==> src/logic/uhpbs_pkg.sv <==
// Constants of the host pipe bank status block: register map, field layout,
// event bit positions and reset values.
// Assumes a 32-bit classic Wishbone slave with byte addresses.
package uhpbs_pkg;

  // ==========================================================================
  // Register offsets (byte addresses)
  localparam logic [7:0] OFS_STATUS = 8'h00;
  localparam logic [7:0] OFS_MASK = 8'h04;
  localparam logic [7:0] OFS_DISABLE = 8'h08;
  localparam logic [7:0] OFS_CONFIG = 8'h0C;

  // ==========================================================================
  // Status register fields
  localparam int ACCESS_BIT = 16;
  localparam int CUR_BANK_LSB = 14;
  localparam int BUSY_LSB = 12;
  localparam int TOGGLE_LSB = 8;

  // ==========================================================================
  // Event bits, shared by status, mask and disable registers
  localparam int EV_IN_RX = 0;
  localparam int EV_OUT_TX = 1;
  localparam int EV_UNDER = 2;
  localparam int EV_PERR = 3;
  localparam int EV_NAK = 4;
  localparam int EV_OVER = 5;
  localparam int EV_STALL = 6;
  localparam int EV_BUSY = 7;
  localparam int EV_W = 8;

  // ==========================================================================
  // Config register fields
  localparam int CFG_DIR_BIT = 0;
  localparam int CFG_NBANK_LSB = 4;

  // ==========================================================================
  // Codes and reset values
  localparam logic [1:0] BANK_RSVD = 2'h3;
  localparam logic [1:0] TOG_DATA0 = 2'h0;
  localparam logic [7:0] MASK_RST = 8'h00;
  localparam logic [1:0] NBANK_RST = 2'h3;
  localparam logic [31:0] RD_ZERO = 32'h0000_0000;

endpackage

==> src/logic/uhpbs_top.sv <==
// Bank status, data toggle and interrupt mask logic of one host pipe.
// Assumes pipe events arrive as one-cycle pulses from logic on clk_i, and
// software reaches the registers over a classic Wishbone slave port.

module uhpbs_top #(
  parameter int MAX_BANKS = 3
) (
  input wire logic clk_i,
  input wire logic rst_i,
  input wire logic wb_cyc_i,
  input wire logic wb_stb_i,
  input wire logic wb_we_i,
  input wire logic [7:0] wb_adr_i,
  input wire logic [3:0] wb_sel_i,
  input wire logic [31:0] wb_dat_i,
  output logic [31:0] wb_dat_o,
  output logic wb_ack_o,
  input wire logic sw_bank_done_i,
  input wire logic usb_bank_done_i,
  input wire logic rx_toggle_i,
  input wire logic rx_stall_i,
  input wire logic overflow_i,
  input wire logic naked_i,
  input wire logic pipe_err_i,
  input wire logic underflow_i,
  output logic pipe_interrupt_line_o,
  output logic bank_access_allowed_o,
  output logic [1:0] current_bank_index_o,
  output logic [1:0] busy_bank_count_o,
  output logic [1:0] data_toggle_field_o
);

  // ==========================================================================
  // Parameter check
  if (MAX_BANKS < 1 || MAX_BANKS > 3)
  begin : g_bad_banks
    $error("MAX_BANKS must lie between 1 and 3");
  end

  localparam logic [1:0] MAXB = 2'(MAX_BANKS);

  // ==========================================================================
  // State
  typedef struct packed {
    logic ack;
    logic [31:0] dat;
    logic [7:0] status;
    logic [7:0] mask;
    logic dir_in;
    logic [1:0] nbank;
    logic [1:0] busy;
    logic [1:0] sw_ptr;
    logic [1:0] usb_ptr;
    logic [1:0] cur_bank;
    logic out_tog;
    logic [2:0] bank_tog;
    logic [1:0] toggle;
    logic acc_ok;
    logic irq;
  } uhpbs_state_t;

  uhpbs_state_t s;
  uhpbs_state_t next_s;

  logic hit;
  logic wr;
  logic [31:0] wdat;
  logic cfg_wr;
  logic dis_wr;
  logic sw_ok;
  logic us_ok;
  logic fill;
  logic drain;
  logic [7:0] ev_set;
  logic [7:0] ev_clr;

  // ==========================================================================
  // Helpers
  // Byte lane enables widened to a bit mask
  function automatic logic [31:0] lane_mask(input logic [3:0] sel);
    lane_mask = {{8{sel[3]}}, {8{sel[2]}}, {8{sel[1]}}, {8{sel[0]}}};
  endfunction

  // Ring pointer step over the configured number of banks
  function automatic logic [1:0] ptr_step(input logic [1:0] p, input logic [1:0] n);
    ptr_step = (p + 2'h1 >= n) ? 2'h0 : p + 2'h1;
  endfunction

  // Bank count from software, clamped to what the pipe holds
  function automatic logic [1:0] clamp_nbank(input logic [1:0] v);
    if (v == 2'h0)
      clamp_nbank = 2'h1;
    else if (v > MAXB)
      clamp_nbank = MAXB;
    else
      clamp_nbank = v;
  endfunction

  // ==========================================================================
  // Next state
  always_comb
  begin
    next_s = s;
    // A request is taken only while ack is low, so a held strobe is served once
    hit = wb_cyc_i & wb_stb_i & ~s.ack;
    wr = hit & wb_we_i;
    wdat = wb_dat_i & lane_mask(wb_sel_i);
    cfg_wr = wr && wb_adr_i == uhpbs_pkg::OFS_CONFIG;
    dis_wr = wr && wb_adr_i == uhpbs_pkg::OFS_DISABLE;
    // One-cycle answer; unmapped reads return zero, writes are dropped
    next_s.ack = hit;
    next_s.dat = uhpbs_pkg::RD_ZERO;
    if (hit && !wb_we_i)
    begin
      case (wb_adr_i)
        uhpbs_pkg::OFS_STATUS:
        begin
          next_s.dat[uhpbs_pkg::ACCESS_BIT] = s.acc_ok;
          next_s.dat[uhpbs_pkg::CUR_BANK_LSB +: 2] = s.cur_bank;
          next_s.dat[uhpbs_pkg::BUSY_LSB +: 2] = s.busy;
          next_s.dat[uhpbs_pkg::TOGGLE_LSB +: 2] = s.toggle;
          next_s.dat[uhpbs_pkg::EV_W - 1:0] = s.status;
        end
        uhpbs_pkg::OFS_MASK:
          next_s.dat[uhpbs_pkg::EV_W - 1:0] = s.mask;
        uhpbs_pkg::OFS_CONFIG:
        begin
          next_s.dat[uhpbs_pkg::CFG_DIR_BIT] = s.dir_in;
          next_s.dat[uhpbs_pkg::CFG_NBANK_LSB +: 2] = s.nbank;
        end
        default:
          next_s.dat = uhpbs_pkg::RD_ZERO;
      endcase
    end
    // Bank handshakes; a handshake that would over- or underrun is dropped
    if (s.dir_in)
    begin
      us_ok = usb_bank_done_i && s.busy < s.nbank;
      sw_ok = sw_bank_done_i && s.busy != 2'h0;
    end
    else
    begin
      sw_ok = sw_bank_done_i && s.busy < s.nbank;
      us_ok = usb_bank_done_i && s.busy != 2'h0;
    end
    fill = s.dir_in ? us_ok : sw_ok;
    drain = s.dir_in ? sw_ok : us_ok;
    next_s.busy = s.busy + {1'b0, fill} - {1'b0, drain};
    if (sw_ok)
      next_s.sw_ptr = ptr_step(s.sw_ptr, s.nbank);
    if (us_ok)
      next_s.usb_ptr = ptr_step(s.usb_ptr, s.nbank);
    // OUT toggles after each packet sent; IN keeps each bank's received PID
    if (us_ok && !s.dir_in)
      next_s.out_tog = ~s.out_tog;
    if (us_ok && s.dir_in)
      next_s.bank_tog[s.usb_ptr] = rx_toggle_i;
    // Events; a set in the same cycle as its clear wins
    ev_set = 8'h00;
    ev_set[uhpbs_pkg::EV_IN_RX] = us_ok & s.dir_in;
    ev_set[uhpbs_pkg::EV_OUT_TX] = us_ok & ~s.dir_in;
    ev_set[uhpbs_pkg::EV_UNDER] = underflow_i;
    ev_set[uhpbs_pkg::EV_PERR] = pipe_err_i;
    ev_set[uhpbs_pkg::EV_NAK] = naked_i;
    ev_set[uhpbs_pkg::EV_OVER] = overflow_i;
    ev_set[uhpbs_pkg::EV_STALL] = rx_stall_i;
    ev_set[uhpbs_pkg::EV_BUSY] = s.dir_in
      ? (next_s.busy == 2'h0 && s.busy != 2'h0)
      : (next_s.busy == s.nbank && s.busy != s.nbank);
    ev_clr = 8'h00;
    if (wr && wb_adr_i == uhpbs_pkg::OFS_STATUS)
      ev_clr = wdat[uhpbs_pkg::EV_W - 1:0];
    next_s.status = (s.status & ~ev_clr) | ev_set;
    // Mask: direct write, or clear-by-one through the disable register
    // Mask bits live in byte lane 0; other lanes carry nothing here
    if (wr && wb_adr_i == uhpbs_pkg::OFS_MASK && wb_sel_i[0])
      next_s.mask = wb_dat_i[uhpbs_pkg::EV_W - 1:0];
    if (dis_wr)
      next_s.mask = s.mask & ~wdat[uhpbs_pkg::EV_W - 1:0];
    // Reconfiguring the pipe restarts its bank bookkeeping
    if (cfg_wr)
    begin
      if (wb_sel_i[0])
      begin
        next_s.dir_in = wb_dat_i[uhpbs_pkg::CFG_DIR_BIT];
        next_s.nbank = clamp_nbank(wb_dat_i[uhpbs_pkg::CFG_NBANK_LSB +: 2]);
      end
      next_s.busy = 2'h0;
      next_s.sw_ptr = 2'h0;
      next_s.usb_ptr = 2'h0;
      next_s.out_tog = 1'b0;
      next_s.bank_tog = 3'h0;
    end
    // Access flag follows the bank state; the bank index lags it one cycle
    if (next_s.dir_in)
      next_s.acc_ok = next_s.busy != 2'h0;
    else
      next_s.acc_ok = next_s.busy < next_s.nbank;
    if (next_s.status[uhpbs_pkg::EV_STALL] || next_s.status[uhpbs_pkg::EV_PERR])
      next_s.acc_ok = 1'b0;
    next_s.cur_bank = s.sw_ptr;
    // Bit 1 of the toggle field stays zero: only DATA0 and DATA1 exist
    next_s.toggle = {1'b0, next_s.dir_in ? next_s.bank_tog[next_s.sw_ptr]
                                         : next_s.out_tog};
    next_s.irq = |(next_s.status & next_s.mask);
  end

  // ==========================================================================
  // State register
  always_ff @(posedge clk_i)
  begin
    if (rst_i)
    begin
      // An OUT pipe with every bank free, so software may fill at once
      s <= '0;
      s.mask <= uhpbs_pkg::MASK_RST;
      s.nbank <= clamp_nbank(uhpbs_pkg::NBANK_RST);
      s.acc_ok <= 1'b1;
      s.toggle <= uhpbs_pkg::TOG_DATA0;
    end
    else
      s <= next_s;
  end

  // Outputs straight from flip-flops
  assign wb_ack_o = s.ack;
  assign wb_dat_o = s.dat;
  assign pipe_interrupt_line_o = s.irq;
  assign bank_access_allowed_o = s.acc_ok;
  assign current_bank_index_o = s.cur_bank;
  assign busy_bank_count_o = s.busy;
  assign data_toggle_field_o = s.toggle;
endmodule

==> config.mk <==
export PLATFORM = sky130hd
export DESIGN_NAME = uhpbs_top
export DESIGN_NICKNAME = d
export VERILOG_FILES = /design/src/logic/uhpbs_pkg.sv /design/src/logic/uhpbs_top.sv
export SDC_FILE = /design/constraint.sdc
export NUM_CORES = 1
export LEC_CHECK = 0
export BUFFER_PORTS_ARGS = -buffer_cell sky130_fd_sc_hd__buf_2
export CAP_MARGIN = 30
export CORE_MARGIN = 2
export CORE_UTILIZATION = 45
export CTS_CLUSTER_DIAMETER = 30
export DETAILED_ROUTE_END_ITERATION = 10
export PLACE_DENSITY = 0.77
export SYNTH_ARGS = -nofsm -noshare
export SYNTH_HDL_FRONTEND = slang
export SYNTH_SLANG_ARGS = --single-unit
==> constraint.sdc <==
create_clock -name clk_i -period 2.9 [get_ports clk_i]
set_clock_uncertainty 0.1 [all_clocks]
set_input_delay 0.58 -clock clk_i [delete_from_list [all_inputs] [get_ports clk_i]]
set_output_delay 0.58 -clock clk_i [all_outputs]
set_load 0.02 [all_outputs]
==> flow_summary_export.csv <==
group,metric,value,unit
routing,wl_per_cell,13.15,µm
global_routing,grt_start_max_net_pins,28,
routing,wl_met2,2792,µm
critical_path,slowest_stage,"dfxtp_2",
critical_path,crit_fanout,3,
sta,rsz0062_at_grt,"true",
routing,drcViolationCount,0,
synth,synth_cell_types,56,
critical_path,start_kind,"flop",
synth,synth_flop_cell,"dfxtp_1",
placed_design,hpwl,4440,µm
pwr,power_density,567.3,nW/µm²
routing,dr.pass1.iters,4,
sta,finalHoldWorstSlack,356.2,ps
global_routing,antenna_found_initial,0,
sta,slew_violations,0,
routing,drtIter0Drc,268,
clocking,clock_latency,310,ps
synth,synth.yosys.seq_area_share,36.70,%
routing,avgViaCountPerCell,5.186,
sta,worst_slack,-45.71,ps
clocking,cts_made_buffers,5,
die,start_util,45.96,%
critical_path,endpoint_kind,"flop",
die,pin_count,98,
die,die_y,81.07,µm
finish,area_growth,17.23,%
sta,fin_crit,2946,ps
synth,ys_ff_latch,49,
sta,setup_viol,1,
clocking,cts_root_buf,"clkbuf_8",
placed_design,place.gp.congestion,0.7971,
finish,drive_gt1_share,30.05,%
global_routing,overflow,0,
critical_path,worstPathArrival,3100,ps
routing,top_layer_used,"met4",
clocking,clk_pin_slew,100,ps
critical_path,critPathTopFamily,"adder cells",
sta,setup_tns,-45.71,ps
finish,fin_nets,434,
run,maxCapViolCount,0,
clocking,clockBufferDepth,2,
routing,wirelength,5799,µm
synth,syn_inst,311,
global_routing,track_usage,18.39,%
synth,ys.warnings.count,0,
critical_path,crit_top_cell,"ha_4",
critical_path,criticalPathCategory,"reg2reg",
critical_path,crit_required,3050,ps
global_routing,grt_pass1_wl,9301,µm
pwr,leakage,1.372,nW
die,dieWidth,81.07,µm
clocking,htree_levels,2,
critical_path,worstPathCellList,"inv_2, ha_4, nor2b_4, a211o_1, ha_4, inv_2, ha_4, xor2_2, xnor2_2, nor2_1, ha_1, o211a_1, o32ai_2, a31o_1",
run_status,violations,"negative setup slack",
critical_path,path_buf_inv,2,
sta,max_slew_margin,51.77,%
global_routing,grt_pass1_vias,2070,
placed_design,portBuffers,51,
clocking,cts_tree,"built",
sta,finalHoldViolations,0,
routing,vias,2287,
sta,post-route-period-util,101.6,%
routing,dr_wl_met3,361,µm
run_status,status,"finished, violations left",
clocking,cts_hold_buf,0,
synth,async_flop_share,0,%
synth,synth.avg_cell_area,8.593,µm²
hold_path,hold_class,"reg2reg",
finish,num-fill-cells,545,
synth,syn_area,2673,µm²
synth,synth_enable_flop_cells,0,
die,core,5816,µm²
sta,fmax,0.3395,GHz
die,dieArea,6572,µm²
clocking,numClockSinks,49,
routing,wl_met1,2574,µm
die,rows,28,
finish,antenna_cells,0,
routing,drtAntennaViolNets,0,
critical_path,critical-path-max-stage-delay,330,ps
pwr,vdd_drop_max,233.8,µV
sta,worst_pin_slew,714.5,ps
final timing paths:
check,startpoint,end,slack [ps],cells past startpoint
worst max-delay path,s[17],bank_access_allowed_o,-50,14
worst min-delay path,current_bank_index_o[1],wb_dat_o[15],360,1
worst max register to register,s[17],bank_access_allowed_o,-50,14
worst min register to register,current_bank_index_o[1],wb_dat_o[15],360,1
repair_timing:
action / in CTS / in global routing
setup endpoints to repair: 2 / 2
pin swaps: 4 / 4
resized for setup: 3 / 6
buffers inserted: 1 / 1
final cells by class:
type                    instances  area [µm²]  area share [%]
clock buffers                   5       68.82           2.196
multi-input cells             222        1466           46.81
clock inverters                 3       25.02          0.7987
well taps                      75       93.84           2.995
repair buffers                 79       465.4           14.86
flip-flops and latches         49       983.4           31.39
inverters                       8       30.03          0.9585
sequential cells by signal, summed over array words and instances (netlist names):
register	flops
bank_access_allowed_o	1
busy_bank_count_o	2
current_bank_index_o	2
data_toggle_field_o	1
next_s	2
pipe_interrupt_line_o	1
s	25
wb_ack_o	1
wb_dat_o	14
placed cells by master (no fill, tap or decap), types with 4 or more instances in the layout:
master / instances
dfxtp_1: 47
nand2_1: 15
nor2_1: 50
a22oi_1: 7
and2_1: 5
ha_1: 9
o22ai_1: 14
conb_1: 19
buf_4: 28
mux2i_1: 8
clkbuf_8: 5
inv_1: 6
buf_2: 51
nor2b_1: 4
nand2b_1: 9
a21oi_1: 14
Yosys cell counts (3+ instances only):
cell | instances | share of area [%]
nand3_1 | 3 | 0.56
or4_1 | 3 | 0.84
nand2_1 | 15 | 2.1
mux2_2 | 3 | 1.3
o22ai_1 | 14 | 3.3
a22oi_1 | 7 | 2.0
and2_1 | 5 | 1.2
nor2_1 | 50 | 7.0
dfxtp_1 | 49 | 37
nand3b_1 | 3 | 0.84
inv_1 | 8 | 1.1
mux2i_1 | 8 | 3.0
o21ai_0 | 3 | 0.56
buf_4 | 38 | 11
nor2b_1 | 5 | 1.2
nor3_1 | 3 | 0.56
nor4_1 | 3 | 0.70
ha_1 | 12 | 5.6
clkbuf_1 | 9 | 1.3
nand2b_1 | 9 | 2.1
a21oi_1 | 14 | 2.6
xnor2_1 | 3 | 0.98
report_power, final:
group	switching, mW	internal [mW]
Sequential	0.0319	0.721
Clock	0.250	0.176
Combinational	0.331	0.267
logic make-up (layout without fill, tap and decap cells):
| group | count (synthesis) | count (layout) | share of synthesized area (%) |
|---|---|---|---|
| simple gates | 117 | 117 | 22.57 |
| mux | 12 | 12 | 4.822 |
| flops | 49 | 49 | 36.70 |
| buf+inv | 58 | 95 | 13.86 |
| fa+ha+maj | 12 | 12 | 5.618 |
| other cells | 1 | 19 | 0.1403 |
| compound gates | 57 | 57 | 14.65 |
| xor+xnor | 5 | 5 | 1.639 |
layer usage:
metal	track usage, %	vias to the layer above
li1	-	1139
met1	23.97	1059
met2	30.25	83
met3	3.444	6
met4	6.780	0
met5	0	-
per-stage QoR:
step	setup WS [ps]	cells	utilization, %	instance area, µm²	power (mW)
6_report	-45.71	441	53.87	3133	1.777
5_1_grt	-151.7	441	53.87	3133	1.893
4_1_cts	-29.06	441	53.18	3093	1.733
3_5_place_dp	-182.3	432	51.10	2972	1.280
3_3_place_gp	-155.3	432	51.10	2972	1.263
2_1_floorplan	13.84	329	-	2760	1.160
Note: power is estimated with default switching activity, not from simulation.
